<file path="config.mk">
export PLATFORM = sky130hd
export DESIGN_NAME = acml_top
export DESIGN_NICKNAME = d
export VERILOG_FILES = /design/src/rtl/acml_pkg.sv /design/src/rtl/acml_top.sv
export SDC_FILE = /design/constraint.sdc
export NUM_CORES = 1
export LEC_CHECK = 0
export BUFFER_PORTS_ARGS = -buffer_cell sky130_fd_sc_hd__clkbuf_2
export CORE_MARGIN = 8
export CORE_UTILIZATION = 52
export CTS_BUF_LIST = sky130_fd_sc_hd__clkbuf_8
export CTS_CLUSTER_SIZE = 20
export DETAILED_ROUTE_END_ITERATION = 12
export GPL_TIMING_DRIVEN = 0
export HOLD_SLACK_MARGIN = 0.05
export PLACE_DENSITY_LB_ADDON = 0.3
export SLEW_MARGIN = 40
export SYNTH_ARGS = -nofsm -noshare
export SYNTH_HDL_FRONTEND = slang
export SYNTH_SLANG_ARGS = --single-unit
export TNS_END_PERCENT = 10
</file>
<file path="constraint.sdc">
create_clock -name MCLK_I -period 3.6 [get_ports MCLK_I]
set_input_delay 0.18 -clock MCLK_I [delete_from_list [all_inputs] [get_ports MCLK_I]]
set_output_delay 0.18 -clock MCLK_I [all_outputs]
set_load 0.1 [all_outputs]
</file>
<file path="src/rtl/acml_pkg.sv">
// Constants for the converter control and mode logic.
// Assumes a classic Wishbone slave port with 32-bit words, one register per word.
package acml_pkg;
  // Register indices; the byte address is four times the index.
  localparam logic [7:0] CTRL0_IDX = 8'h97;
  localparam logic [7:0] MODEB_IDX = 8'hA1;
  localparam logic [7:0] MODEA_IDX = 8'hC0;
  localparam logic [7:0] AINS_IDX = 8'hA3;
  localparam int ADR_W = 12;
  localparam logic [ADR_W-1:0] CTRL0_ADR = {2'h0, CTRL0_IDX, 2'h0};
  localparam logic [ADR_W-1:0] MODEB_ADR = {2'h0, MODEB_IDX, 2'h0};
  localparam logic [ADR_W-1:0] MODEA_ADR = {2'h0, MODEA_IDX, 2'h0};
  localparam logic [ADR_W-1:0] AINS_ADR = {2'h0, AINS_IDX, 2'h0};
  localparam logic [7:0] REG_RESET = 8'h00;
  // Control register zero fields.
  localparam int C0_START_LO = 0;
  localparam int C0_START_HI = 1;
  localparam int C0_ENABLE = 2;
  localparam int C0_DONE = 3;
  localparam int C0_EDGE = 4;
  localparam int C0_TIMER = 5;
  localparam int C0_DONE_IE = 6;
  localparam int C0_BOUND_IE = 7;
  // Mode register A fields.
  localparam int MA_SINGLE = 4;
  localparam int MA_CHAN_CONT = 5;
  localparam int MA_SCAN_CONT = 6;
  localparam int MA_BOUND = 7;
  localparam logic [7:0] MA_WMASK = 8'hF0;
  // Mode register B fields.
  localparam int MB_FOUR = 0;
  localparam int MB_ALL = 1;
  localparam int MB_INSIDE = 4;
  localparam int MB_DIV_LO = 5;
  localparam int MB_DIV_HI = 7;
  localparam logic [7:0] MB_WMASK = 8'hF3;
  // Start mode codes.
  localparam logic [1:0] START_TIMER = 2'h0;
  localparam logic [1:0] START_NOW = 2'h1;
  localparam logic [1:0] START_EDGE = 2'h2;
  // Conversion mode codes {scan continuous, channel continuous, single}.
  localparam logic [2:0] MODE_STEP = 3'h0;
  localparam logic [2:0] MODE_SINGLE = 3'h1;
  localparam logic [2:0] MODE_CHAN = 3'h2;
  localparam logic [2:0] MODE_SCAN = 3'h4;
  localparam logic [2:0] FOUR_CONV = 3'h4;
  localparam logic [3:0] MANY_CHANS = 4'h4;
  typedef enum logic [0:0] {ST_IDLE = 1'b0, ST_BUSY = 1'b1} acml_state_t;
endpackage : acml_pkg

</file>
<file path="src/rtl/acml_top.sv">
// Control and mode logic of an eight-input successive-approximation converter.
// Assumes an analog core that reports each finished conversion and each finished set,
// and a system interrupt controller that supplies the A/D interrupt enable.
`timescale 1ns/1ns
`default_nettype none
module acml_top
  import acml_pkg::*;
(
  input wire logic MCLK_I,
  input wire logic RST_I,
  input wire logic CYC_I,
  input wire logic STB_I,
  input wire logic WE_I,
  input wire logic [acml_pkg::ADR_W-1:0] ADR_I,
  input wire logic [3:0] SEL_I,
  input wire logic [31:0] DAT_I,
  output logic [31:0] DAT_O,
  output logic ACK_O,
  input wire logic TIMER0_OVF_I,
  input wire logic EDGE_TRIGGER_PIN_I,
  input wire logic IDLE_I,
  input wire logic POWER_DOWN_I,
  input wire logic AD_IRQ_ENABLE_I,
  input wire logic CONV_DONE_I,
  input wire logic SET_DONE_I,
  input wire logic [2:0] CONV_CHANNEL_I,
  input wire logic RESULT_INSIDE_I,
  output logic CONV_START_O,
  output logic CONV_POWER_O,
  output logic CONV_CLK_EN_O,
  output logic [2:0] CONV_MODE_O,
  output logic [7:0] INPUT_ENABLE_O,
  output logic IRQ_O,
  output logic WAKE_O
);
  import acml_pkg::*;

  logic [7:0] ctrl_q;
  logic [7:0] mode_a_q;
  logic [7:0] mode_b_q;
  logic [7:0] ains_q;
  logic ack_q;
  logic [31:0] dat_q;
  logic pin_s1_q;
  logic pin_s2_q;
  logic pin_s3_q;
  logic pin_lvl_q;
  logic pin_seen_q;
  logic [2:0] div_cnt_q;
  logic clk_en_q;
  logic start_q;
  logic power_q;
  logic [2:0] mode_q;
  logic [7:0] ain_out_q;
  logic irq_q;
  logic wake_q;
  logic [2:0] conv_cnt_q;
  acml_state_t state_q;

  logic req;
  logic wr_en;
  logic wr_ctrl;
  logic wr_mode_a;
  logic wr_mode_b;
  logic wr_ains;
  logic running;
  logic [1:0] start_mode;
  logic [2:0] conv_mode;
  logic [2:0] div_code;
  logic pin_rise;
  logic pin_fall;
  logic timer_go;
  logic edge_go;
  logic now_go;
  logic start_go;
  logic step_end;
  logic four_hit;
  logic bound_set;
  logic done_set;
  logic [3:0] chan_count;
  logic [31:0] rd_data;

  // Wishbone decode.
  assign req = CYC_I & STB_I & ~ack_q;
  assign wr_en = req & WE_I & SEL_I[0];
  assign wr_ctrl = wr_en & (ADR_I == CTRL0_ADR);
  assign wr_mode_a = wr_en & (ADR_I == MODEA_ADR);
  assign wr_mode_b = wr_en & (ADR_I == MODEB_ADR);
  assign wr_ains = wr_en & (ADR_I == AINS_ADR);

  assign running = ctrl_q[C0_ENABLE] & ~POWER_DOWN_I;
  assign start_mode = ctrl_q[C0_START_HI:C0_START_LO];
  assign conv_mode = mode_a_q[MA_SCAN_CONT:MA_SINGLE];
  assign div_code = mode_b_q[MB_DIV_HI:MB_DIV_LO];

  // Number of selected inputs.
  always_comb begin
    chan_count = 4'h0;
    for (int i = 0; i < 8; i++) begin
      chan_count = chan_count + {3'h0, ains_q[i]};
    end
  end

  // Edges of the filtered pin level.
  assign pin_rise = (pin_s2_q == pin_s3_q) & pin_s3_q & ~pin_lvl_q & pin_seen_q;
  assign pin_fall = (pin_s2_q == pin_s3_q) & ~pin_s3_q & pin_lvl_q & pin_seen_q;

  // Start sources; triggers are ignored while a conversion runs.
  assign timer_go = (start_mode == START_TIMER) & ctrl_q[C0_TIMER] & TIMER0_OVF_I
                    & (state_q == ST_IDLE);
  assign edge_go = (start_mode == START_EDGE) & (state_q == ST_IDLE)
                   & (ctrl_q[C0_EDGE] ? pin_rise : pin_fall);
  assign now_go = wr_ctrl & (DAT_I[C0_START_HI:C0_START_LO] == START_NOW);
  assign start_go = running & (timer_go | edge_go | now_go);

  // Single step ends after each channel.
  assign step_end = (conv_mode == MODE_STEP) & CONV_DONE_I;

  // Intermediate interrupt after the fourth conversion of a set.
  assign four_hit = mode_b_q[MB_FOUR] & CONV_DONE_I & (conv_cnt_q == FOUR_CONV - 3'h1)
                    & ((conv_mode == MODE_CHAN)
                       | (((conv_mode == MODE_SCAN) | (conv_mode == MODE_SINGLE))
                          & (chan_count > MANY_CHANS)));

  assign done_set = (state_q == ST_BUSY) & (SET_DONE_I | step_end | four_hit);

  // Boundary criterion on each finished result of channel 0, or of every channel when MB_ALL is set.
  assign bound_set = CONV_DONE_I & (state_q == ST_BUSY)
                     & (mode_b_q[MB_INSIDE] ? RESULT_INSIDE_I : ~RESULT_INSIDE_I)
                     & (mode_b_q[MB_ALL] | (CONV_CHANNEL_I == 3'h0));

  // Bus handshake; ack rises one cycle after the request and falls next.
  always_ff @(posedge MCLK_I or posedge RST_I) begin
    if (RST_I) begin
      ack_q <= 1'b0;
    end else begin
      ack_q <= req;
    end
  end

  // Read mux; reserved bits and unmapped addresses read zero.
  always_comb begin
    rd_data = 32'h0000_0000;
    unique case (ADR_I)
      CTRL0_ADR: rd_data = {24'h00_0000, ctrl_q};
      MODEA_ADR: rd_data = {24'h00_0000, mode_a_q};
      MODEB_ADR: rd_data = {24'h00_0000, mode_b_q};
      AINS_ADR: rd_data = {24'h00_0000, ains_q};
      default: rd_data = 32'h0000_0000;
    endcase
  end

  always_ff @(posedge MCLK_I or posedge RST_I) begin
    if (RST_I) begin
      dat_q <= 32'h0000_0000;
    end else if (req & ~WE_I) begin
      dat_q <= rd_data;
    end
  end

  // Control register zero; the complete flag set wins over a clear.
  always_ff @(posedge MCLK_I or posedge RST_I) begin
    if (RST_I) begin
      ctrl_q <= REG_RESET;
    end else begin
      if (wr_ctrl) begin
        ctrl_q <= DAT_I[7:0];
        ctrl_q[C0_DONE] <= ctrl_q[C0_DONE] & DAT_I[C0_DONE];
      end
      if (done_set) begin
        ctrl_q[C0_DONE] <= 1'b1;
      end
    end
  end

  // Mode register A; boundary flag is cleared by writing zero.
  always_ff @(posedge MCLK_I or posedge RST_I) begin
    if (RST_I) begin
      mode_a_q <= REG_RESET;
    end else begin
      if (wr_mode_a) begin
        mode_a_q <= DAT_I[7:0] & MA_WMASK;
        mode_a_q[MA_BOUND] <= mode_a_q[MA_BOUND] & DAT_I[MA_BOUND];
      end
      if (bound_set) begin
        mode_a_q[MA_BOUND] <= 1'b1;
      end
    end
  end

  // Mode register B; reserved bits stay zero.
  always_ff @(posedge MCLK_I or posedge RST_I) begin
    if (RST_I) begin
      mode_b_q <= REG_RESET;
    end else if (wr_mode_b) begin
      mode_b_q <= DAT_I[7:0] & MB_WMASK;
    end
  end

  // Input-select register.
  always_ff @(posedge MCLK_I or posedge RST_I) begin
    if (RST_I) begin
      ains_q <= REG_RESET;
    end else if (wr_ains) begin
      ains_q <= DAT_I[7:0];
    end
  end

  // Three-stage pin synchroniser.
  always_ff @(posedge MCLK_I or posedge RST_I) begin
    if (RST_I) begin
      pin_s1_q <= 1'b0;
      pin_s2_q <= 1'b0;
      pin_s3_q <= 1'b0;
    end else begin
      pin_s1_q <= EDGE_TRIGGER_PIN_I;
      pin_s2_q <= pin_s1_q;
      pin_s3_q <= pin_s2_q;
    end
  end

  // Filtered level; no edge counts before a first stable level is seen.
  // A pin that idles high still gives one rising edge after reset, as the zeroed stages count as a first stable low level.
  always_ff @(posedge MCLK_I or posedge RST_I) begin
    if (RST_I) begin
      pin_lvl_q <= 1'b0;
      pin_seen_q <= 1'b0;
    end else if (pin_s2_q == pin_s3_q) begin
      pin_lvl_q <= pin_s3_q;
      pin_seen_q <= 1'b1;
    end
  end

  // Converter clock divider, one pulse every code plus one cycles.
  always_ff @(posedge MCLK_I or posedge RST_I) begin
    if (RST_I) begin
      div_cnt_q <= 3'h0;
      clk_en_q <= 1'b0;
    end else if (!running) begin
      div_cnt_q <= 3'h0;
      clk_en_q <= 1'b0;
    end else if (div_cnt_q >= div_code) begin
      div_cnt_q <= 3'h0;
      clk_en_q <= 1'b1;
    end else begin
      div_cnt_q <= div_cnt_q + 3'h1;
      clk_en_q <= 1'b0;
    end
  end

  // Conversion sequencing; Idle does not stop it, power-down does.
  always_ff @(posedge MCLK_I or posedge RST_I) begin
    if (RST_I) begin
      state_q <= ST_IDLE;
    end else begin
      unique case (state_q)
        ST_IDLE: begin
          if (start_go) begin
            state_q <= ST_BUSY;
          end
        end
        ST_BUSY: begin
          if (!running || (wr_ctrl && DAT_I[C0_START_HI:C0_START_LO] == START_TIMER
                           && !DAT_I[C0_TIMER])) begin
            state_q <= ST_IDLE;
          end else if (SET_DONE_I || step_end) begin
            state_q <= ST_IDLE;
          end
        end
      endcase
    end
  end

  // Start pulse to the core, only from the idle state.
  always_ff @(posedge MCLK_I or posedge RST_I) begin
    if (RST_I) begin
      start_q <= 1'b0;
    end else begin
      start_q <= start_go & (state_q == ST_IDLE);
    end
  end

  // Conversions counted within one set, for the intermediate interrupt.
  always_ff @(posedge MCLK_I or posedge RST_I) begin
    if (RST_I) begin
      conv_cnt_q <= 3'h0;
    end else if (state_q == ST_IDLE) begin
      conv_cnt_q <= 3'h0;
    end else if (CONV_DONE_I && conv_cnt_q != FOUR_CONV) begin
      conv_cnt_q <= conv_cnt_q + 3'h1;
    end
  end

  // Converter power request.
  always_ff @(posedge MCLK_I or posedge RST_I) begin
    if (RST_I) begin
      power_q <= 1'b0;
    end else begin
      power_q <= running;
    end
  end

  // Conversion mode towards the core.
  always_ff @(posedge MCLK_I or posedge RST_I) begin
    if (RST_I) begin
      mode_q <= MODE_STEP;
    end else begin
      mode_q <= conv_mode;
    end
  end

  // Per-input enables follow the select bits only while the converter runs.
  for (genvar g = 0; g < 8; g++) begin : g_ain
    always_ff @(posedge MCLK_I or posedge RST_I) begin
      if (RST_I) begin
        ain_out_q[g] <= 1'b0;
      end else begin
        ain_out_q[g] <= ains_q[g] & running;
      end
    end
  end

  // Interrupt request from the complete and boundary flags.
  always_ff @(posedge MCLK_I or posedge RST_I) begin
    if (RST_I) begin
      irq_q <= 1'b0;
    end else begin
      irq_q <= AD_IRQ_ENABLE_I & ((ctrl_q[C0_DONE] & ctrl_q[C0_DONE_IE])
                                  | (mode_a_q[MA_BOUND] & ctrl_q[C0_BOUND_IE]));
    end
  end

  // Wake request out of Idle on a completed conversion.
  always_ff @(posedge MCLK_I or posedge RST_I) begin
    if (RST_I) begin
      wake_q <= 1'b0;
    end else begin
      wake_q <= IDLE_I & AD_IRQ_ENABLE_I & ctrl_q[C0_DONE] & ctrl_q[C0_DONE_IE];
    end
  end

  assign DAT_O = dat_q;
  assign ACK_O = ack_q;
  assign CONV_START_O = start_q;
  assign CONV_POWER_O = power_q;
  assign CONV_CLK_EN_O = clk_en_q;
  assign CONV_MODE_O = mode_q;
  assign INPUT_ENABLE_O = ain_out_q;
  assign IRQ_O = irq_q;
  assign WAKE_O = wake_q;
endmodule : acml_top
`default_nettype wire

</file>
==> results.ini, run 1 <==
[status]
status = complete, no violations

[synthesis]
netlist_instances = 308
synth_edf_count = 0
yosys_warnings = 0
ys_ff_latch = 63
syn_area_sq_mm = 0.00330
seq_area_frac_synth_pct = 47.7
synth_cell_types = 48
async_reset_ff_share_pct = 100
synth_flop_cell = dfrtp_1
avgSynthCellArea_sq_um = 10.7

[detailed_routing]
firstDrtPassIters = 4
wire_per_inst_microns = 15.8
ant_nets = 0
route.detailed.drc = 0
via_per_inst = 5.18
wirelength_microns = 7690
drt_iter0_markers = 180
vias = 2526

[cts]
clk_pin_slew_ns = 0.07
cts_buffers = 9
ctsLongestPathBuffers = 2
clock_sinks = 63
cts-root-buf = clkbuf_8
cts_resized = 0
cts_setup_buffers = 0
cts_hold_buf = 2
cts_tree = yes
cts_max_level = 3
insertion_delay_ns = 0.34

[global_route]
grtUsageMet2_pct = 29.1
grt.total_usage_pct = 17.8
grt_use_met3_pct = 4.02
antenna_found_initial = 0
met1_usage_pct = 21.3
overflow = 0
grt_pass1_vias = 2554
grt_max_degree = 41
busiest_layer = met2
grt_pass1_wl_microns = 12200

[critical_path]
worstPathMaxFanout = 3
critPathCaptureType = flip-flop
slowest_stage = fa_1
critPathRequiredTime_ns = 3.83
cpPeakStageDelay_ns = 0.56
arrival_ns = 3.59
path_delay_family = adder cells
crit_top_cell = fa_1
crit_path_start_kind = flip-flop
critPathBufInv = 2
path_cells = inv_1 -> fa_1 -> fa_1 -> fa_1 -> inv_1 -> ha_1 -> fa_1 -> o22ai_1 -> a21oi_1 -> a21o_1 -> a221o_1
path_class = reg2reg

[floorplanning]
ios = 113
die_x_microns = 95.7
dieArea_sq_mm = 0.00916
rows = 29
core_area_sq_mm = 0.00624
die_h_microns = 95.7
start_util_pct = 52.9

[finish]
drive_gt1_share_pct = 33.6
utilization_pct = 64.8
diodes = 0
layout_common_cells = dfrtp_1 (63), clkbuf_2 (61), inv_1 (32), mux2_2 (26)
final.fill_count = 522
final_common_cell = dfrtp_1
nets = 486
area_growth_pct = 22.5

[timing]
period_share_pct = 93.2
slew_headroom_pct = 47.1
setup-violations-final = 0
setup-tns-final_ns = 0
hold_ws_ns = 0.0859
finalClockSkew_ns = 0.00552
tightestPinTransition_ns = 0.781
hold_viol_final = 0
period_minus_slack_ns = 3.36
drv_slew = 0
fmax_mhz = 298
rsz0062_at_grt = no

[power_and_ir_drop]
max-vdd-ir-drop_uv = 263
p_leak_nw = 2.11
powerDensity_mw_per_mm2 = 405

[run]
maxCapViolations = 0

[placement]
place_hpwl_microns = 6040
gp_congestion = 0.849
portBuffers = 61

[worst_hold_path]
min_path_type = in2reg

==> area by class of cell <==
cell class                      instances  area (sq um)  area share (%)
Timing Repair Buffer                   64           345            8.54
Buffer                                 30           210            5.20
Inverter                               33           126            3.12
Clock inverter                          7          87.6            2.17
Sequential cell                        63          1580            39.0
Tap cell                               77          96.3            2.38
Clock buffer                            9           124            3.06
Multi-Input combinational cell        205          1480            36.5
==> per-layer routing <==
layer | part of all wire, % | wire [microns]
met1 | 41 | 3130
met3 | 7.2 | 552
met4 | 2.7 | 208
met2 | 49 | 3800
met5 | 0 | 0
==> cells in the mapped netlist (all sizes together) (2+ instances only) <==
cell	instances	area share, %
or3b	4	1.1
nand3b	4	1.3
buf	25	5.8
nor2	21	2.4
dfrtp	63	48
o21ai	14	2.1
a31oi	3	0.57
mux2	26	8.9
nand2b	5	0.95
mux2i	2	0.61
nand3	6	1.4
xnor2	4	1.1
nand2	13	1.5
and3	2	0.38
nor4	2	0.83
nand4	2	0.38
a21oi	7	1.1
nor4b	2	0.53
clkbuf	5	0.57
nor2b	2	0.38
o211ai	2	0.45
and2	3	0.57
fa	4	2.4
nor3	14	2.1
a22oi	11	2.5
inv	33	3.8
ha	12	4.5
a21o	3	0.68
==> final timing paths <==
check / startpoint / end / depth (start not counted) / slack, ns
hold reg to reg: pin_s1_q / pin_s2_q / 0 / 0.37
min in group asynchronous: RST_I / ains_q[1] / 3 / 0.34
setup reg to reg: ains_q[0] / ctrl_q[3] / 11 / 0.24
setup / recovery: ains_q[0] / ctrl_q[3] / 11 / 0.24
hold / removal: DAT_I[2] / ains_q[2] / 2 / 0.09
max in group asynchronous: RST_I / conv_cnt_q[0] / 4 / 2.76
==> metrics by stage <==
stage                     cell area [sq um]  power (W)  instances  setup WS, ns
after floorplan                        3390   0.000938        331         0.414
after global placement                 3790   0.000981        469         0.269
after detailed placement               3810   0.000986        470         0.268
after CTS                              4040    0.00165        488         0.241
after global routing                   4040    0.00170        488        0.0906
final                                  4040    0.00164        488         0.245
==> logic make-up after synthesis <==
group	count (synthesis)	synth area share, %
AOI/OAI and AO/OA	48	9.44
xor gates and xnor gates	4	1.06
adders and majority gates	16	6.97
buffers and inverters	63	10.1
DFF	63	47.7
muxes	28	9.47
other	1	0.114
and+or+nand+nor	85	15.1
==> power by group <==
group	total [W]	internal (W)	switching (W)	leakage, nW
sequential	0.000722	0.000716	0.00000621	0.841
clock	0.000663	0.000384	0.000279	0.109
combinational	0.000253	0.0000532	0.000200	1.17
==> state kept, by name, summed over array words and instances (netlist names) <==
| register | count |
|---|---|
| INPUT_ENABLE_O | 8 |
| pin_s2_q | 1 |
| ains_q | 8 |
| div_cnt_q | 3 |
| DAT_O | 8 |
| WAKE_O | 1 |
| CONV_CLK_EN_O | 1 |
| mode_b_q | 6 |
| ctrl_q | 8 |
| ACK_O | 1 |
| conv_cnt_q | 3 |
| CONV_START_O | 1 |
| pin_seen_q | 1 |
| mode_a_q | 4 |
| CONV_MODE_O | 3 |
| CONV_POWER_O | 1 |
| IRQ_O | 1 |
| pin_s1_q | 1 |
| state_q | 1 |
| pin_s3_q | 1 |
| pin_lvl_q | 1 |
(Power assumes the default switching activity.)
==> run 2: changes to the inputs <==
--- a/config.mk
+++ b/config.mk
@@ -9,3 +9,3 @@
 export CORE_MARGIN = 8
-export CORE_UTILIZATION = 52
+export CORE_UTILIZATION = 47
 export CTS_BUF_LIST = sky130_fd_sc_hd__clkbuf_8
==> constraint.sdc (replaced) <==
create_clock -name MCLK_I -period 2.8 [get_ports MCLK_I]
set_input_delay 0.7 -clock MCLK_I [delete_from_list [all_inputs] [get_ports MCLK_I]]
set_output_delay 0.7 -clock MCLK_I [all_outputs]
set_load 0.1 [all_outputs]
==> run 2 against run 1 <==
Compared with the run above: critical path type unchanged; total power rose by 19%; routed wire length rose by 2.1%; global-route usage fell by 1.3 points; clock power rose by 5.0%; non-clock buffer count did not move; die area rose by 8.8%; maximum frequency fell by 0.81%; register-to-register slack got worse by 0.83 ns; largest cell class unchanged; the flow now finishes with violations (setup timing).
==> results.ini, run 2 (synthesis gave the netlist of run 1 again) <==
[critical_path]
regToRegSetupSlack_ns = -0.58
startpoint = ains_q[3]
crit_end = ctrl_q[3]
path_class = reg2reg
r2r_start = ains_q[3]
critPathCaptureType = flip-flop
r2r_end = ctrl_q[3]
crit_path_start_kind = flip-flop
critPathRequiredTime_ns = 3.02
reg2reg_depth = 11
arrival_ns = 3.60
worstPathMaxFanout = 2

[cts]
clock_sinks = 63
cts_buffers = 9
cts_tree = yes
insertion_delay_ns = 0.34
cts_max_level = 3
clk_pin_slew_ns = 0.07
ctsLongestPathBuffers = 2
cts-root-buf = clkbuf_8
cts_hold_buf = 0

[global_route]
grt_max_degree = 45
grt_pass1_wl_microns = 12900
overflow = 0
grt.total_usage_pct = 16.5
grt_pass1_vias = 2663
antenna_found_initial = 0

[power_and_ir_drop]
p_sw_share_pct = 30.8
pwr-share-comb_pct = 16.7
pwr-share-seq_pct = 47.6
p_leak_nw = 2.10
max-vdd-ir-drop_uv = 250
p_int_w = 0.00135
powerDensity_mw_per_mm2 = 481
pwr-share-clk_pct = 35.7
switching_power_w = 0.000601

[finish]
utilization_pct = 59.7
diodes = 0
final_common_cell = dfrtp_1
drive_gt1_share_pct = 35.0
area_growth_pct = 22.8
final.fill_count = 604
layout_common_cells = dfrtp_1 (63), clkbuf_2 (61), inv_1 (30), mux2_2 (26), buf_4 (26)
nets = 486
fin_area_sq_mm = 0.00406

[floorplanning]
rows = 30
core_area_sq_mm = 0.00679
die_x_microns = 99.8
die_h_microns = 99.8
ios = 113
start_util_pct = 48.6
dieArea_sq_mm = 0.00996

[status]
violations = setup timing
status = finished with violations

[timing]
drv_slew = 0
period_share_pct = 121
setup-violations-final = 1
slew_headroom_pct = 55.3
hold_viol_final = 0
finalClockSkew_ns = 0.00746
tightestPinTransition_ns = 0.665
rsz0062_at_grt = yes
fmax_mhz = 296
layout_setup_ws_ns = -0.583
period_minus_slack_ns = 3.38

[placement]
portBuffers = 61
gp_congestion = 0.892
place_hpwl_microns = 6220
placedInstanceArea_sq_mm = 0.00385

[detailed_routing]
route.detailed.drc = 0
vias = 2565
via_per_inst = 5.06
wirelength_microns = 7850
drt_iter0_markers = 155
firstDrtPassIters = 5
wire_per_inst_microns = 15.5
ant_nets = 0

[worst_hold_path]
min_path_type = in2async

[run]
maxCapViolations = 0

==> run 2: layout make-up <==
| type | count | area [sq um] | share of cell area [%] |
|---|---|---|---|
| tap | 96 | 120 | 2.96 |
| sequential | 63 | 1580 | 38.9 |
| clock buffer | 11 | 151 | 3.73 |
| buffer | 30 | 210 | 5.18 |
| multi-input combinational | 205 | 1500 | 36.9 |
| inverter | 33 | 126 | 3.12 |
| clock inverter | 5 | 25.0 | 0.617 |
| timing repair buffer | 64 | 348 | 8.58 |
==> run 2: worst min-delay path by stage <==
stage	startpoint	end	slack (ns)	cells after the start
final	RST_I	CONV_POWER_O	0.30	2
after global routing	RST_I	div_cnt_q[2]	0.31	2
after CTS	RST_I	CONV_POWER_O	0.29	2
after detailed placement	pin_s1_q	pin_s2_q	0.34	0
after global placement	pin_s1_q	pin_s2_q	0.33	0
after floorplan	pin_s1_q	pin_s2_q	0.33	0
==> run 2: power groups by stage <==
stage          Combinational [W]  Clock [W]  Sequential [W]
6_report                0.000326   0.000696        0.000928
5_1_grt                 0.000342   0.000759        0.000928
4_1_cts                 0.000325   0.000714        0.000928
3_5_place_dp            0.000325          0        0.000945
3_3_place_gp            0.000316          0        0.000945
2_1_floorplan           0.000217          0        0.000989
==> run 2: what timing repair did <==
action / CTS / global route
pin swaps: 1 / 0
setup endpoints to repair: 1 / 1
buffers inserted: 2 / 0
gates resized for setup: 2 / 2
==> run 2: through the flow <==
stage	cells	setup slack [ns]	hold slack (ns)	total power (W)	setup TNS, ns
2_1_floorplan	331	-0.375	0.331	0.00121	-0.375
3_5_place_dp	489	-0.618	0.336	0.00127	-0.618
4_1_cts	507	-0.565	0.290	0.00197	-0.565
3_3_place_gp	488	-0.504	0.335	0.00126	-11.52
5_1_grt	507	-0.694	0.308	0.00203	-0.694
6_report	507	-0.583	0.301	0.00195	-0.583
==> run 2: critical path: stages (launching register included) <==
cell and delay [ns]:
dfrtp_1 0.37, inv_2 0.06, fa_1 0.56, fa_1 0.45, fa_1 0.53, inv_2 0.05
ha_4 0.15, fa_1 0.43, o22ai_1 0.14, a21oi_1 0.06, a21o_1 0.17, a221o_1 0.29
==> run 2: per-layer routing <==
layer | track usage (%) | up-vias | share of wire, %
li1 | - | 1208 | -
met1 | 20.1 | 1219 | 45
met2 | 26.5 | 120 | 46
met3 | 4.36 | 18 | 6.6
met4 | 7.57 | 0 | 2.3
met5 | 0 | - | 0
==> run 3: changes to the inputs <==
- CORE_UTILIZATION: 47 -> 45
==> run 3 against run 2 <==
Compared with the run above: the run still ends with setup timing left; clock skew grew 0.0011 ns; count of clock-buffer cells in the layout shrank 2; non-clock buffer count increased by 2; maximum frequency grew 1.4%; critical path type unchanged; critical endpoint unchanged; largest power group is now clock.
==> results.ini, run 3 (synthesis gave the netlist of run 1 again) <==
[timing]
period_share_pct = 119
hold_ws_ns = 0.326
setup-violations-final = 1
hold_viol_final = 0
finalClockSkew_ns = 0.00854
fmax_mhz = 300
tightestPinTransition_ns = 0.831
layout_setup_ws_ns = -0.536
slew_headroom_pct = 43.7
rsz0062_at_grt = yes
drv_slew = 0
period_minus_slack_ns = 3.34

[detailed_routing]
wirelength_microns = 7810
drt_iter0_markers = 112
wire_per_inst_microns = 15.3
route.detailed.drc = 0
via_per_inst = 4.89
ant_nets = 0
vias = 2503
firstDrtPassIters = 4

[power_and_ir_drop]
p_leak_nw = 2.13
powerDensity_mw_per_mm2 = 538
max-vdd-ir-drop_uv = 279
totalPowerFinal_w = 0.00222
switching_power_w = 0.000635
pwr-share-seq_pct = 41.9
pwr-share-clk_pct = 43.5
p_sw_share_pct = 28.6
pwr-share-comb_pct = 14.6
p_int_w = 0.00158

[global_route]
grt.total_usage_pct = 16.1
antenna_found_initial = 0
grt_max_degree = 36
grt_pass1_vias = 2636
overflow = 0
grt_pass1_wl_microns = 12700

[finish]
final_common_cell = dfrtp_1
area_growth_pct = 24.7
nets = 488
drive_gt1_share_pct = 35.1
diodes = 0
layout_common_cells = dfrtp_1 (63), clkbuf_2 (61), inv_1 (30), buf_4 (28), mux2_2 (26)

[critical_path]
arrival_ns = 3.57
path_class = reg2reg
worstPathMaxFanout = 3
crit_path_start_kind = flip-flop
critPathRequiredTime_ns = 3.04
critPathCaptureType = flip-flop

[cts]
cts_buffers = 9
cts-root-buf = clkbuf_8
insertion_delay_ns = 0.35
cts_tree = yes
ctsLongestPathBuffers = 2
clock_sinks = 63
clk_pin_slew_ns = 0.07
cts_max_level = 3

[floorplanning]
rows = 31
core_area_sq_mm = 0.00718
die_h_microns = 102
die_x_microns = 102
ios = 113
start_util_pct = 46.0
dieArea_sq_mm = 0.0103

[placement]
portBuffers = 61
gp_congestion = 0.851
place_hpwl_microns = 6150

[worst_hold_path]
min_path_type = in2async

[status]
status = finished with violations
violations = setup timing

[run]
maxCapViolations = 0

-- run 3: cell count changes in the layout (fill, tap and decap cells not counted), sizes merged --
cell	before	now
bufinv	0	3
buf	28	30
clkbuf	77	75
inv	35	34
-- run 3: final timing paths --
check	startpoint	slack [ns]	cells after the start	endpoint
max	ains_q[0]	-0.54	11	ctrl_q[3]
min	RST_I	0.33	2	pin_s1_q
max reg2reg	ains_q[0]	-0.54	11	ctrl_q[3]
min reg2reg	pin_s1_q	0.35	0	pin_s2_q
max in group asynchronous	RST_I	1.98	3	ains_q[1]
min in group MCLK_I	pin_s1_q	0.35	0	pin_s2_q
-- run 3: metrics by stage --
| stage | std cells | area [sq um] | TNS (ns) | setup WS [ns] | util (%) |
|---|---|---|---|---|---|
| floorplan | 331 | 3390 | -0.375 | -0.375 | - |
| global placement | 491 | 3820 | -12.08 | -0.494 | 53.2 |
| detailed placement | 492 | 3840 | -0.550 | -0.550 | 53.5 |
| CTS | 510 | 4100 | -0.523 | -0.523 | 57.2 |
| global route | 512 | 4120 | -0.642 | -0.642 | 57.4 |
| finish | 512 | 4120 | -0.536 | -0.536 | 57.4 |
-- run 3: routing by layer --
layer  global-route usage, %  share of wire, %  vias to the layer above  wire length [microns]
met5                       0                 0                        -                      0
met4                    9.39               2.6                        0                    207
met1                    19.4                42                     1176                   3300
met3                    4.67               8.0                       13                    622
met2                    24.9                47                       92                   3680
li1                        -                 -                     1222                      -
-- run 3: final cells by class --
| class | count | area [sq um] |
|---|---|---|
| sequential | 63 | 1580 |
| clock inverter | 7 | 120 |
| timing repair buffer | 66 | 355 |
| buffer | 30 | 210 |
| multi-input combinational | 205 | 1480 |
| inverter | 33 | 126 |
| fill | 625 | 3060 |
| tap | 99 | 124 |
| clock buffer | 9 | 124 |
-- run 3: worst max-delay path, stage by stage (launching register included) --
cell and delay (ns):
dfrtp_1 0.37, inv_2 0.07, fa_1 0.58, fa_1 0.44, fa_1 0.49, inv_1 0.04, ha_2 0.17, fa_1 0.44
o22ai_1 0.12, a21oi_1 0.06, a21o_1 0.16, a221o_1 0.28
-- run 3: timing repair --
item	CTS	global route
hold buffers	0	0
setup endpoints to repair	1	1
buffers inserted	2	2
gates resized for setup	1	0
pin swaps	0	2
-- run 3: power by group through the flow --
stage               registers (W)  clock network (W)  logic (W)
floorplan                0.000989                  0   0.000217
global placement         0.000945                  0   0.000317
detailed placement       0.000945                  0   0.000324
global route             0.000929            0.00102   0.000342
finish                   0.000928           0.000964   0.000324
CTS                      0.000927           0.000986   0.000324
